--- config.mk ---
export PLATFORM = sky130hd
export DESIGN_NAME = snc_node_regs
export DESIGN_NICKNAME = d
export VERILOG_FILES = /design/src/design/snc_sync.v /design/src/design/snc_node_regs.v
export VERILOG_INCLUDE_DIRS = /design/src /design/src/design
export SDC_FILE = /design/constraint.sdc
export NUM_CORES = 1
export LEC_CHECK = 0
export BUFFER_PORTS_ARGS = -buffer_cell sky130_fd_sc_hd__buf_2
export CAP_MARGIN = 20
export CORE_ASPECT_RATIO = 0.75
export CORE_UTILIZATION = 35
export CTS_CLUSTER_SIZE = 40
export DETAILED_ROUTE_END_ITERATION = 8
export PLACE_DENSITY = 0.67
export SYNTH_ARGS = -nofsm -noshare
export SYNTH_HDL_FRONTEND = slang
export SYNTH_SLANG_ARGS = --single-unit
--- constraint.sdc ---
create_clock -name clock -period 2 [get_ports clock]
set_input_delay 0.4 -clock clock [delete_from_list [all_inputs] [get_ports clock]]
set_output_delay 0.4 -clock clock [all_outputs]
set_load 0.05 [all_outputs]
--- src/design/snc_regs.vh ---
`ifndef SNC_REGS_VH
`define SNC_REGS_VH

// ---------------------------------------------------------------------------
// Register offsets
// ---------------------------------------------------------------------------
`define SNC_OFS_CONTROL  8'h00
`define SNC_OFS_STATUS   8'h04

// ---------------------------------------------------------------------------
// Control register fields
// ---------------------------------------------------------------------------
`define SNC_CTL_RA       31
`define SNC_CTL_RX       30
`define SNC_CTL_RC       29
`define SNC_CTL_RD       17
`define SNC_CTL_RE       16
`define SNC_CTL_TR       11
`define SNC_CTL_TT       10
`define SNC_CTL_LI       9
`define SNC_CTL_TQ       8
`define SNC_CTL_RS       6
`define SNC_CTL_OPM      5
`define SNC_CTL_TI       4
`define SNC_CTL_IE       3
`define SNC_CTL_AS       2
`define SNC_CTL_LS       1
`define SNC_CTL_LD       0

// ---------------------------------------------------------------------------
// Status register fields
// ---------------------------------------------------------------------------
`define SNC_STS_LS_HI    23
`define SNC_STS_LS_LO    21
`define SNC_STS_EE       8
`define SNC_STS_IA       7
`define SNC_STS_WE       6

// ---------------------------------------------------------------------------
// Reset values and link states
// ---------------------------------------------------------------------------
`define SNC_RST_LINK_LAUNCH 1'b1
`define SNC_LST_ERR_RESET   3'h0
`define SNC_LST_ERR_WAIT    3'h1
`define SNC_LST_READY       3'h2
`define SNC_LST_STARTED     3'h3
`define SNC_LST_CONNECTING  3'h4
`define SNC_LST_RUN         3'h5

// ---------------------------------------------------------------------------
// Timing
// ---------------------------------------------------------------------------
`define SNC_CLK_NS          100
`define SNC_SOFT_RESET_NS   200
`define SNC_SOFT_RESET_CYC  ((`SNC_SOFT_RESET_NS + `SNC_CLK_NS - 1) / `SNC_CLK_NS)

`endif

--- src/design/snc_sync.v ---
`timescale 1ns/1ps
// Two-stage synchroniser for a bus of levels from outside the clock domain.
module snc_sync #(
    parameter W = 1
) (
    // Clock and reset
    input  wire         clock,
    input  wire         reset,
    // Levels
    input  wire [W-1:0] async_in,
    output reg  [W-1:0] sync_out
);
    reg [W-1:0] stage1;

    always @(posedge clock) begin
        if (reset) begin
            stage1   <= {W{1'b0}};
            sync_out <= {W{1'b0}};
        end else begin
            stage1   <= async_in;
            sync_out <= stage1;
        end
    end
endmodule // snc_sync

--- src/design/snc_node_regs.v ---
`timescale 1ns/1ps
// Functional notes
// RQ1: Remote-access available bit reads 0 on instances 0,1 and 1 on 2,3.
// RQ2: Receiver unaligned-write capability bit always reads 0, writes ignored.
// RQ3: Remote checksum support bit reads 0 on instances 0,1, 1 on 2,3.
// RQ4: Single-buffer bit makes remote handler use one buffer; resets to 0.
// RQ5: Remote handler runs only while the handler-enable bit is 1.
// RQ6: Incoming time-codes accepted only while the accept bit is set; resets 0.
// RQ7: Time-codes transmitted only while the send bit is set; resets 0.
// RQ8: Link-error interrupt enable raises interrupt on link errors; not reset.
// RQ9: Time-code arrival interrupt enable raises interrupt on valid time-codes; not reset.
// RQ10: Writing 1 to soft-clear resets the whole node, then self-clears.
// RQ11: Open-packet mode bit selects open-packet or normal mode; resets 0.
// RQ12: Writing 1 to tick-in increments time counter and sends it after current char; the code ignores it while the send bit is 0.
// RQ13: Global gate enables interrupts from enabled events in bits 8-9; resets 0.
// RQ14: Autostart starts the link after a NULL from the remote end; not reset.
// RQ15: Link-launch lets the link go from ready to started; resets to 1.
// RQ16: Writing 1 to codec-shutoff disables the codec; writing 0 does nothing.
// RQ17: Early-end flag set on early EOP; write 1 clears; resets 0.
// RQ18: Bad-destination flag set on invalid address; write 1 clears; resets 0.
// RQ19: Write-sync flag set on N-Char sync problem; write 1 clears; resets 0.
// RQ20: Status bits 23:21 report the link start-up state, codes 0 to 5.
// RQ21: Reserved bits read zero and ignore writes.
`include "snc_regs.vh"

module snc_node_regs #(
    parameter [1:0] INSTANCE = 2'd0
) (
    // Clock and reset
    input  wire        clock,
    input  wire        reset,
    // Register port
    input  wire        reg_sel,
    input  wire        reg_write,
    input  wire [7:0]  reg_addr,
    input  wire [31:0] reg_wdata,
    output reg  [31:0] reg_rdata,
    // Codec events, asynchronous to clock
    input  wire        null_received,
    input  wire        early_end_event,
    input  wire        bad_destination_event,
    input  wire        write_sync_event,
    input  wire        link_error_event,
    input  wire        timecode_valid_event,
    input  wire        char_done,
    // Link clock, sampled
    input  wire        link_clock,
    // Control outputs
    output reg         remote_handler_on,
    output reg         remote_single_buffer,
    output reg         timecode_accept_on,
    output reg         timecode_send_on,
    output reg         open_packet_mode,
    output reg         codec_shutoff,
    output reg         node_soft_clear,
    output reg         timecode_send_pulse,
    output reg  [5:0]  time_counter,
    output reg  [2:0]  link_state,
    output reg         link_clock_edge,
    output reg         irq
);
    // -----------------------------------------------------------------------
    // Synchronised inputs
    // -----------------------------------------------------------------------
    // -----------------------------------------------------------------------
    // Constants
    // -----------------------------------------------------------------------
    // Soft reset counter load in clock cycles, cut to the width of its counter; the clear lasts one cycle more.
    localparam [31:0] SOFT_CYC = `SNC_SOFT_RESET_CYC;

    // -----------------------------------------------------------------------
    // Edge detection on synchronised levels
    // -----------------------------------------------------------------------
    // The previous sample is loaded with the current one during any reset,
    // so a level already high at the end of a soft clear does not look like a fresh edge.
    wire [7:0] ev_sync;
    reg  [7:0] ev_prev;
    wire [7:0] ev_rise = ev_sync & ~ev_prev;

    snc_sync #(.W(8)) u_sync (
        .clock    (clock),
        .reset    (reset),
        .async_in ({link_clock, char_done, timecode_valid_event, link_error_event,
                    write_sync_event, bad_destination_event, early_end_event, null_received}),
        .sync_out (ev_sync)
    );

    wire null_rise   = ev_rise[0];
    wire ee_rise     = ev_rise[1];
    wire ia_rise     = ev_rise[2];
    wire we_rise     = ev_rise[3];
    wire lerr_rise   = ev_rise[4];
    wire tcv_rise    = ev_rise[5];
    wire chdone_rise = ev_rise[6];
    wire lclk_rise   = ev_rise[7];

    // -----------------------------------------------------------------------
    // Decode
    // -----------------------------------------------------------------------
    function hit;
        input [7:0] addr;
        input [7:0] ofs;
        begin
            hit = (addr == ofs);
        end
    endfunction

    wire wr_ctl = reg_sel && reg_write && hit(reg_addr, `SNC_OFS_CONTROL);
    wire wr_sts = reg_sel && reg_write && hit(reg_addr, `SNC_OFS_STATUS);
    wire cap_hi = INSTANCE[1];

    // -----------------------------------------------------------------------
    // Control bits
    // -----------------------------------------------------------------------
    reg        connection_fault_irq_on;
    reg        timecode_arrival_irq_on;
    reg        auto_link_launch;
    reg        global_irq_gate;
    reg        link_launch;
    reg        tick_pending;
    reg        early_packet_end_error;
    reg        bad_destination_error;
    reg        write_sync_error;
    reg  [1:0] soft_cnt;
    wire       node_rst = reset || node_soft_clear;

    // Bits that are not reset keep their value across both resets.
    always @(posedge clock) begin
        if (wr_ctl) begin
            connection_fault_irq_on <= reg_wdata[`SNC_CTL_LI]; // RQ8
            timecode_arrival_irq_on <= reg_wdata[`SNC_CTL_TQ]; // RQ9
            auto_link_launch        <= reg_wdata[`SNC_CTL_AS]; // RQ14
        end
    end

    always @(posedge clock) begin
        if (reset) begin
            node_soft_clear <= 1'b0;
            soft_cnt        <= 2'd0;
        end else if (wr_ctl && reg_wdata[`SNC_CTL_RS]) begin
            node_soft_clear <= 1'b1; // RQ10
            soft_cnt        <= SOFT_CYC[1:0];
        end else if (soft_cnt != 2'd0) begin
            soft_cnt        <= soft_cnt - 2'd1;
        end else begin
            node_soft_clear <= 1'b0; // RQ10
        end
    end

    always @(posedge clock) begin
        if (node_rst) begin
            remote_single_buffer <= 1'b0;
            remote_handler_on    <= 1'b0;
            timecode_accept_on   <= 1'b0;
            timecode_send_on     <= 1'b0;
            open_packet_mode     <= 1'b0;
            global_irq_gate      <= 1'b0;
            link_launch          <= `SNC_RST_LINK_LAUNCH;
            codec_shutoff        <= 1'b0;
        end else if (wr_ctl) begin
            remote_single_buffer <= reg_wdata[`SNC_CTL_RD]; // RQ4
            remote_handler_on    <= reg_wdata[`SNC_CTL_RE]; // RQ5
            timecode_accept_on   <= reg_wdata[`SNC_CTL_TR]; // RQ6
            timecode_send_on     <= reg_wdata[`SNC_CTL_TT]; // RQ7
            open_packet_mode     <= reg_wdata[`SNC_CTL_OPM]; // RQ11
            global_irq_gate      <= reg_wdata[`SNC_CTL_IE]; // RQ13
            link_launch          <= reg_wdata[`SNC_CTL_LS]; // RQ15
            if (reg_wdata[`SNC_CTL_LD])
                codec_shutoff    <= 1'b1; // RQ16
        end
    end

    // -----------------------------------------------------------------------
    // Tick-in and time counter
    // -----------------------------------------------------------------------
    always @(posedge clock) begin
        if (node_rst) begin
            tick_pending        <= 1'b0;
            time_counter        <= 6'h00;
            timecode_send_pulse <= 1'b0;
        end else begin
            timecode_send_pulse <= 1'b0;
            if (wr_ctl && reg_wdata[`SNC_CTL_TI] && timecode_send_on) begin
                time_counter <= time_counter + 6'h01; // RQ12
                tick_pending <= 1'b1;
            end else if (tick_pending && chdone_rise) begin
                // A pending tick is dropped silently if sending was
                // switched off before the current character finished.
                tick_pending        <= 1'b0; // RQ12
                timecode_send_pulse <= timecode_send_on; // RQ7
            end
        end
    end

    // -----------------------------------------------------------------------
    // Sticky error flags; a set wins over a clear in the same cycle
    // -----------------------------------------------------------------------
    always @(posedge clock) begin
        if (node_rst) begin
            early_packet_end_error <= 1'b0;
            bad_destination_error  <= 1'b0;
            write_sync_error       <= 1'b0;
        end else begin
            if (ee_rise)
                early_packet_end_error <= 1'b1; // RQ17
            else if (wr_sts && reg_wdata[`SNC_STS_EE])
                early_packet_end_error <= 1'b0; // RQ17
            if (ia_rise)
                bad_destination_error <= 1'b1; // RQ18
            else if (wr_sts && reg_wdata[`SNC_STS_IA])
                bad_destination_error <= 1'b0; // RQ18
            if (we_rise)
                write_sync_error <= 1'b1; // RQ19
            else if (wr_sts && reg_wdata[`SNC_STS_WE])
                write_sync_error <= 1'b0; // RQ19
        end
    end

    // -----------------------------------------------------------------------
    // Link start-up state
    // -----------------------------------------------------------------------
    reg [2:0] next_link_state;
    wire      may_start = link_launch || (auto_link_launch && null_rise);

    always @* begin
        next_link_state = link_state;
        case (link_state)
            `SNC_LST_ERR_RESET:  next_link_state = `SNC_LST_ERR_WAIT;
            `SNC_LST_ERR_WAIT:   next_link_state = `SNC_LST_READY;
            `SNC_LST_READY:      if (may_start) next_link_state = `SNC_LST_STARTED; // RQ15 RQ14
            `SNC_LST_STARTED:    if (null_rise) next_link_state = `SNC_LST_CONNECTING;
            `SNC_LST_CONNECTING: if (lclk_rise) next_link_state = `SNC_LST_RUN;
            `SNC_LST_RUN:        next_link_state = `SNC_LST_RUN;
            default:             next_link_state = `SNC_LST_ERR_RESET;
        endcase
        if (codec_shutoff || lerr_rise)
            next_link_state = `SNC_LST_ERR_RESET; // RQ16
    end

    always @(posedge clock) begin
        if (node_rst) begin
            link_state      <= `SNC_LST_ERR_RESET;
            ev_prev         <= ev_sync;
            link_clock_edge <= 1'b0;
        end else begin
            link_state      <= next_link_state; // RQ20
            ev_prev         <= ev_sync;
            link_clock_edge <= lclk_rise;
        end
    end

    // -----------------------------------------------------------------------
    // Interrupt
    // -----------------------------------------------------------------------
    always @(posedge clock) begin
        if (node_rst)
            irq <= 1'b0;
        else
            irq <= global_irq_gate &&
                   ((connection_fault_irq_on && lerr_rise) ||
                    (timecode_arrival_irq_on && timecode_accept_on && tcv_rise)); // RQ13 RQ8 RQ9 RQ6
    end

    // -----------------------------------------------------------------------
    // Read data; reserved bits are zero
    // -----------------------------------------------------------------------
    always @(posedge clock) begin
        if (reset) begin
            reg_rdata <= 32'h0000_0000;
        end else begin
            reg_rdata <= 32'h0000_0000; // RQ21
            if (reg_sel && !reg_write && hit(reg_addr, `SNC_OFS_CONTROL)) begin
                reg_rdata[`SNC_CTL_RA]  <= cap_hi; // RQ1
                reg_rdata[`SNC_CTL_RX]  <= 1'b0; // RQ2
                reg_rdata[`SNC_CTL_RC]  <= cap_hi; // RQ3
                reg_rdata[`SNC_CTL_RD]  <= remote_single_buffer;
                reg_rdata[`SNC_CTL_RE]  <= remote_handler_on;
                reg_rdata[`SNC_CTL_TR]  <= timecode_accept_on;
                reg_rdata[`SNC_CTL_TT]  <= timecode_send_on;
                reg_rdata[`SNC_CTL_LI]  <= connection_fault_irq_on;
                reg_rdata[`SNC_CTL_TQ]  <= timecode_arrival_irq_on;
                reg_rdata[`SNC_CTL_OPM] <= open_packet_mode;
                reg_rdata[`SNC_CTL_IE]  <= global_irq_gate;
                reg_rdata[`SNC_CTL_AS]  <= auto_link_launch;
                reg_rdata[`SNC_CTL_LS]  <= link_launch;
                reg_rdata[`SNC_CTL_LD]  <= codec_shutoff;
            end else if (reg_sel && !reg_write && hit(reg_addr, `SNC_OFS_STATUS)) begin
                reg_rdata[`SNC_STS_LS_HI:`SNC_STS_LS_LO] <= link_state; // RQ20
                reg_rdata[`SNC_STS_EE] <= early_packet_end_error;
                reg_rdata[`SNC_STS_IA] <= bad_destination_error;
                reg_rdata[`SNC_STS_WE] <= write_sync_error;
            end
        end
    end
endmodule // snc_node_regs

==> impl_results.md <==
* Gpl congestion at 0.761
* Crit path launch: reg_addr[5]
* Clock period minus final worst setup slack at 1.67 ns
* Sw Pwr at 0.622 mW
* Setup tns final at 0 ns
* Dpl hpwl at 3250 um
* Main synth FF type: dfxtp_1
* Final cell count without fillers at 396
* GRT Residual Overflow at 0
* R2r startpoint: node_soft_clear
* Max-Cap Viols at 0
* Number of synthesized flops with an enable pin at 3
* Fill cell count at 632
* Final setup violation count at 0
* Post-synthesis adder-cell area fraction at 0.522%
* Most numerous cell in the Yosys netlist: dfxtp_1
* Skew final at 0.00925 ns
* First drt pass iteration count at 4
* Crit-path slowest cell: or4_1
* Clock power frac at 39.5%
* Htree depth at 3
* Drt drc at 0
* Final Util at between 40% and 50%
* Max-slew violations at 0
* CP Cell Sequence: buf_2, or4_4, or4_1, and3_2
* Compound-cell area share of the yosys netlist at 7.10%
* DIE AREA at a little over 7000 um^2
* CTS root buf: clkbuf_8
* #FFs+latches synth at 70
* Clk_lat worst skew at 0.34 ns
* Setup bufs post-CTS at 0
* Final Power at 2.71 mW
* Gr usage total at about an eighth
* Ranking of synthesized cells by area: dfxtp_1, nor2b_1, buf_4
* Placed cell area at about 2800 um^2
* Pleak at 1.33 nW
* Final Hold Viols at 0
* Cts hold-fix bufs at 0
* Max clock buf depth at 2
* Largest net degree at the start of global routing at 22
* Hold slack at 0.247 ns
* Via density at 4.38
* Worst Hold Launch: reg_wdata[2]
* Sink Count at 70
* Sequential area share after synthesis at around 60%
* Vias at 1735
* Post-Synthesis Cells at 234
* Synth Warn # at 0
* Final setup margin at 0.327 ns
* Design Area, Final at 3000 um^2
* Synth-to-layout area growth at 25.2%
* Core footprint at 6440 um^2
* Post-route antenna net violation count at 0
* Cell Rows at 25
* Status: complete, no violations
* Syn_area_per_cell at 10.2 um^2
* Mean routed wirelength per cell at 11.1 um
* CP Max Fanout at 4
* DRT iter0 DRCs at 90
* Power Dens Cells at 903 nW/um^2
* Mux share of post-synthesis cell area at 0.418%
* Initial antenna violation count at 0
* Hold Path Class: in2reg
* Nets at 364
* Fraction of registers with async set/reset at 0%
* Sw Ratio at 22.9%
* Worst VDD drop at approximately 0.00034 V
* Crit path DAT at ~1.9 ns
* Commonest cells post-synth: dfxtp_1, nor2b_1, and2_1, buf_4, nand2_1
* Synth top area share at 56.0%
* Effective utilization at floorplan at a little under two fifths
* Antenna Diode Count at 0
* RSZ-0062 raised after global routing: no
* CTS tree: yes
* Sequential share of power at 53.5%
* First-pass GRT wire length at 6940 um
* Fmax at 598 MHz
* Vias in the first global route at 1479
* I/O pins at 103
* Worst setup SP type: input pin
* Setup CP Type: in2reg
* Main combinational cell family by area after synthesis: simple AND/OR/NAND/NOR gates
* Fin crit share at a little over four fifths
* Syn Std Cell Area at 2400 um^2
* Placed Cells at 381
* Logic gate share of total power at 7.0%
* Post-Route WL at 4410 um
* Die Y at 73.7 um
* Post-cts sizing count at 0
* Die W at 97.5 um
* Synth Area in XOR/XNOR at 1.46%
* Place WS at -0.00444 ns
* Critical Path End Type: flip-flop
* Cts bufs inserted at 9
* Clock slew at reported path FFs at 0.07 ns
* Layout cell share with drive strength beyond 1 at a little under a third
* Worst EP required at 2.23 ns
* Synth Area in Simple Gates at a little under a quarter
* Netlist cell types at 38
* Max incr delay on CP at around 0.63 ns
* Area leader, netlist: dfxtp_1
* I/O Buffers at 68
* Internal cell power at 2.09 mW
## registers in the layout (all words and copies together), names as in the netlist, 2 cells and up
register         cells
soft_cnt             2
link_state           3
u_sync.sync_out      8
ev_prev              8
reg_rdata           16
time_counter         6
u_sync.stage1        8
## per-layer routing
metal / GRT usage, % / wire length, um
met3: 6.57 / 323
met1: 16.3 / 2140
met5: 0 / 0
met4: 6.37 / 52
met2: 18.4 / 1890
## final timing paths
path | slack [ns] | depth (start not counted) | end
setup reg to reg | 0.44 | 4 | link_state[0]
hold / removal | 0.25 | 1 | auto_link_launch
setup / recovery | 0.33 | 4 | timecode_send_pulse
hold reg to reg | 0.35 | 0 | ev_prev[0]
## critical path, delay by kind of cell
family / cells / cell delay [ns]
buffers and inverters: 1 / 0.09
and+or+nand+nor: 3 / 1.42
## kinds of logic after synthesis
| kind of cell | after synthesis |
|---|---|
| adders and majority gates | 1 |
| DFF | 70 |
| AOI/OAI and AO/OA | 29 |
| other | 1 |
| and+or+nand+nor | 99 |
| muxes | 1 |
| buffers and inverters | 29 |
| xor gates and xnor gates | 4 |
## final cells by class
cell class,instances,area (um^2),area share (%)
sequential,70,1430,47.7
multi-input combinational,150,855,28.5
timing repair buffer,78,415,13.9
clock buffer,11,141,4.71
tap,81,101,3.38
clock inverter,4,47.5,1.59
inverter,2,7.51,0.250
## cell usage in the layout, fill, tap and decap left out, drive strengths merged, types with 2 or more instances in the layout
| cell type | n |
|---|---|
| buf | 78 |
| dfxtp | 67 |
| nor2b | 20 |
| and2 | 16 |
| conb | 16 |
| nand2 | 15 |
| a21oi | 11 |
| nor2 | 11 |
| nand3 | 11 |
| clkbuf | 11 |
| o21ai | 10 |
| nand2b | 5 |
| nor3 | 5 |
| nand4 | 3 |
| nor4 | 3 |
| o31ai | 3 |
| xnor2 | 3 |
| edfxtp | 3 |
| inv | 2 |
| a31o | 2 |
| clkinv | 2 |
| or4 | 2 |
| and3 | 2 |
## power by group through the flow
| stage | logic (mW) | clock network (mW) | registers (mW) |
|---|---|---|---|
| 2_1_floorplan | 0.145 | 0 | 1.49 |
| 3_3_place_gp | 0.188 | 0 | 1.48 |
| 3_5_place_dp | 0.189 | 0 | 1.48 |
| 4_1_cts | 0.189 | 1.11 | 1.45 |
| 5_1_grt | 0.202 | 1.17 | 1.45 |
| 6_report | 0.189 | 1.07 | 1.45 |
(Power assumes the default switching activity.)
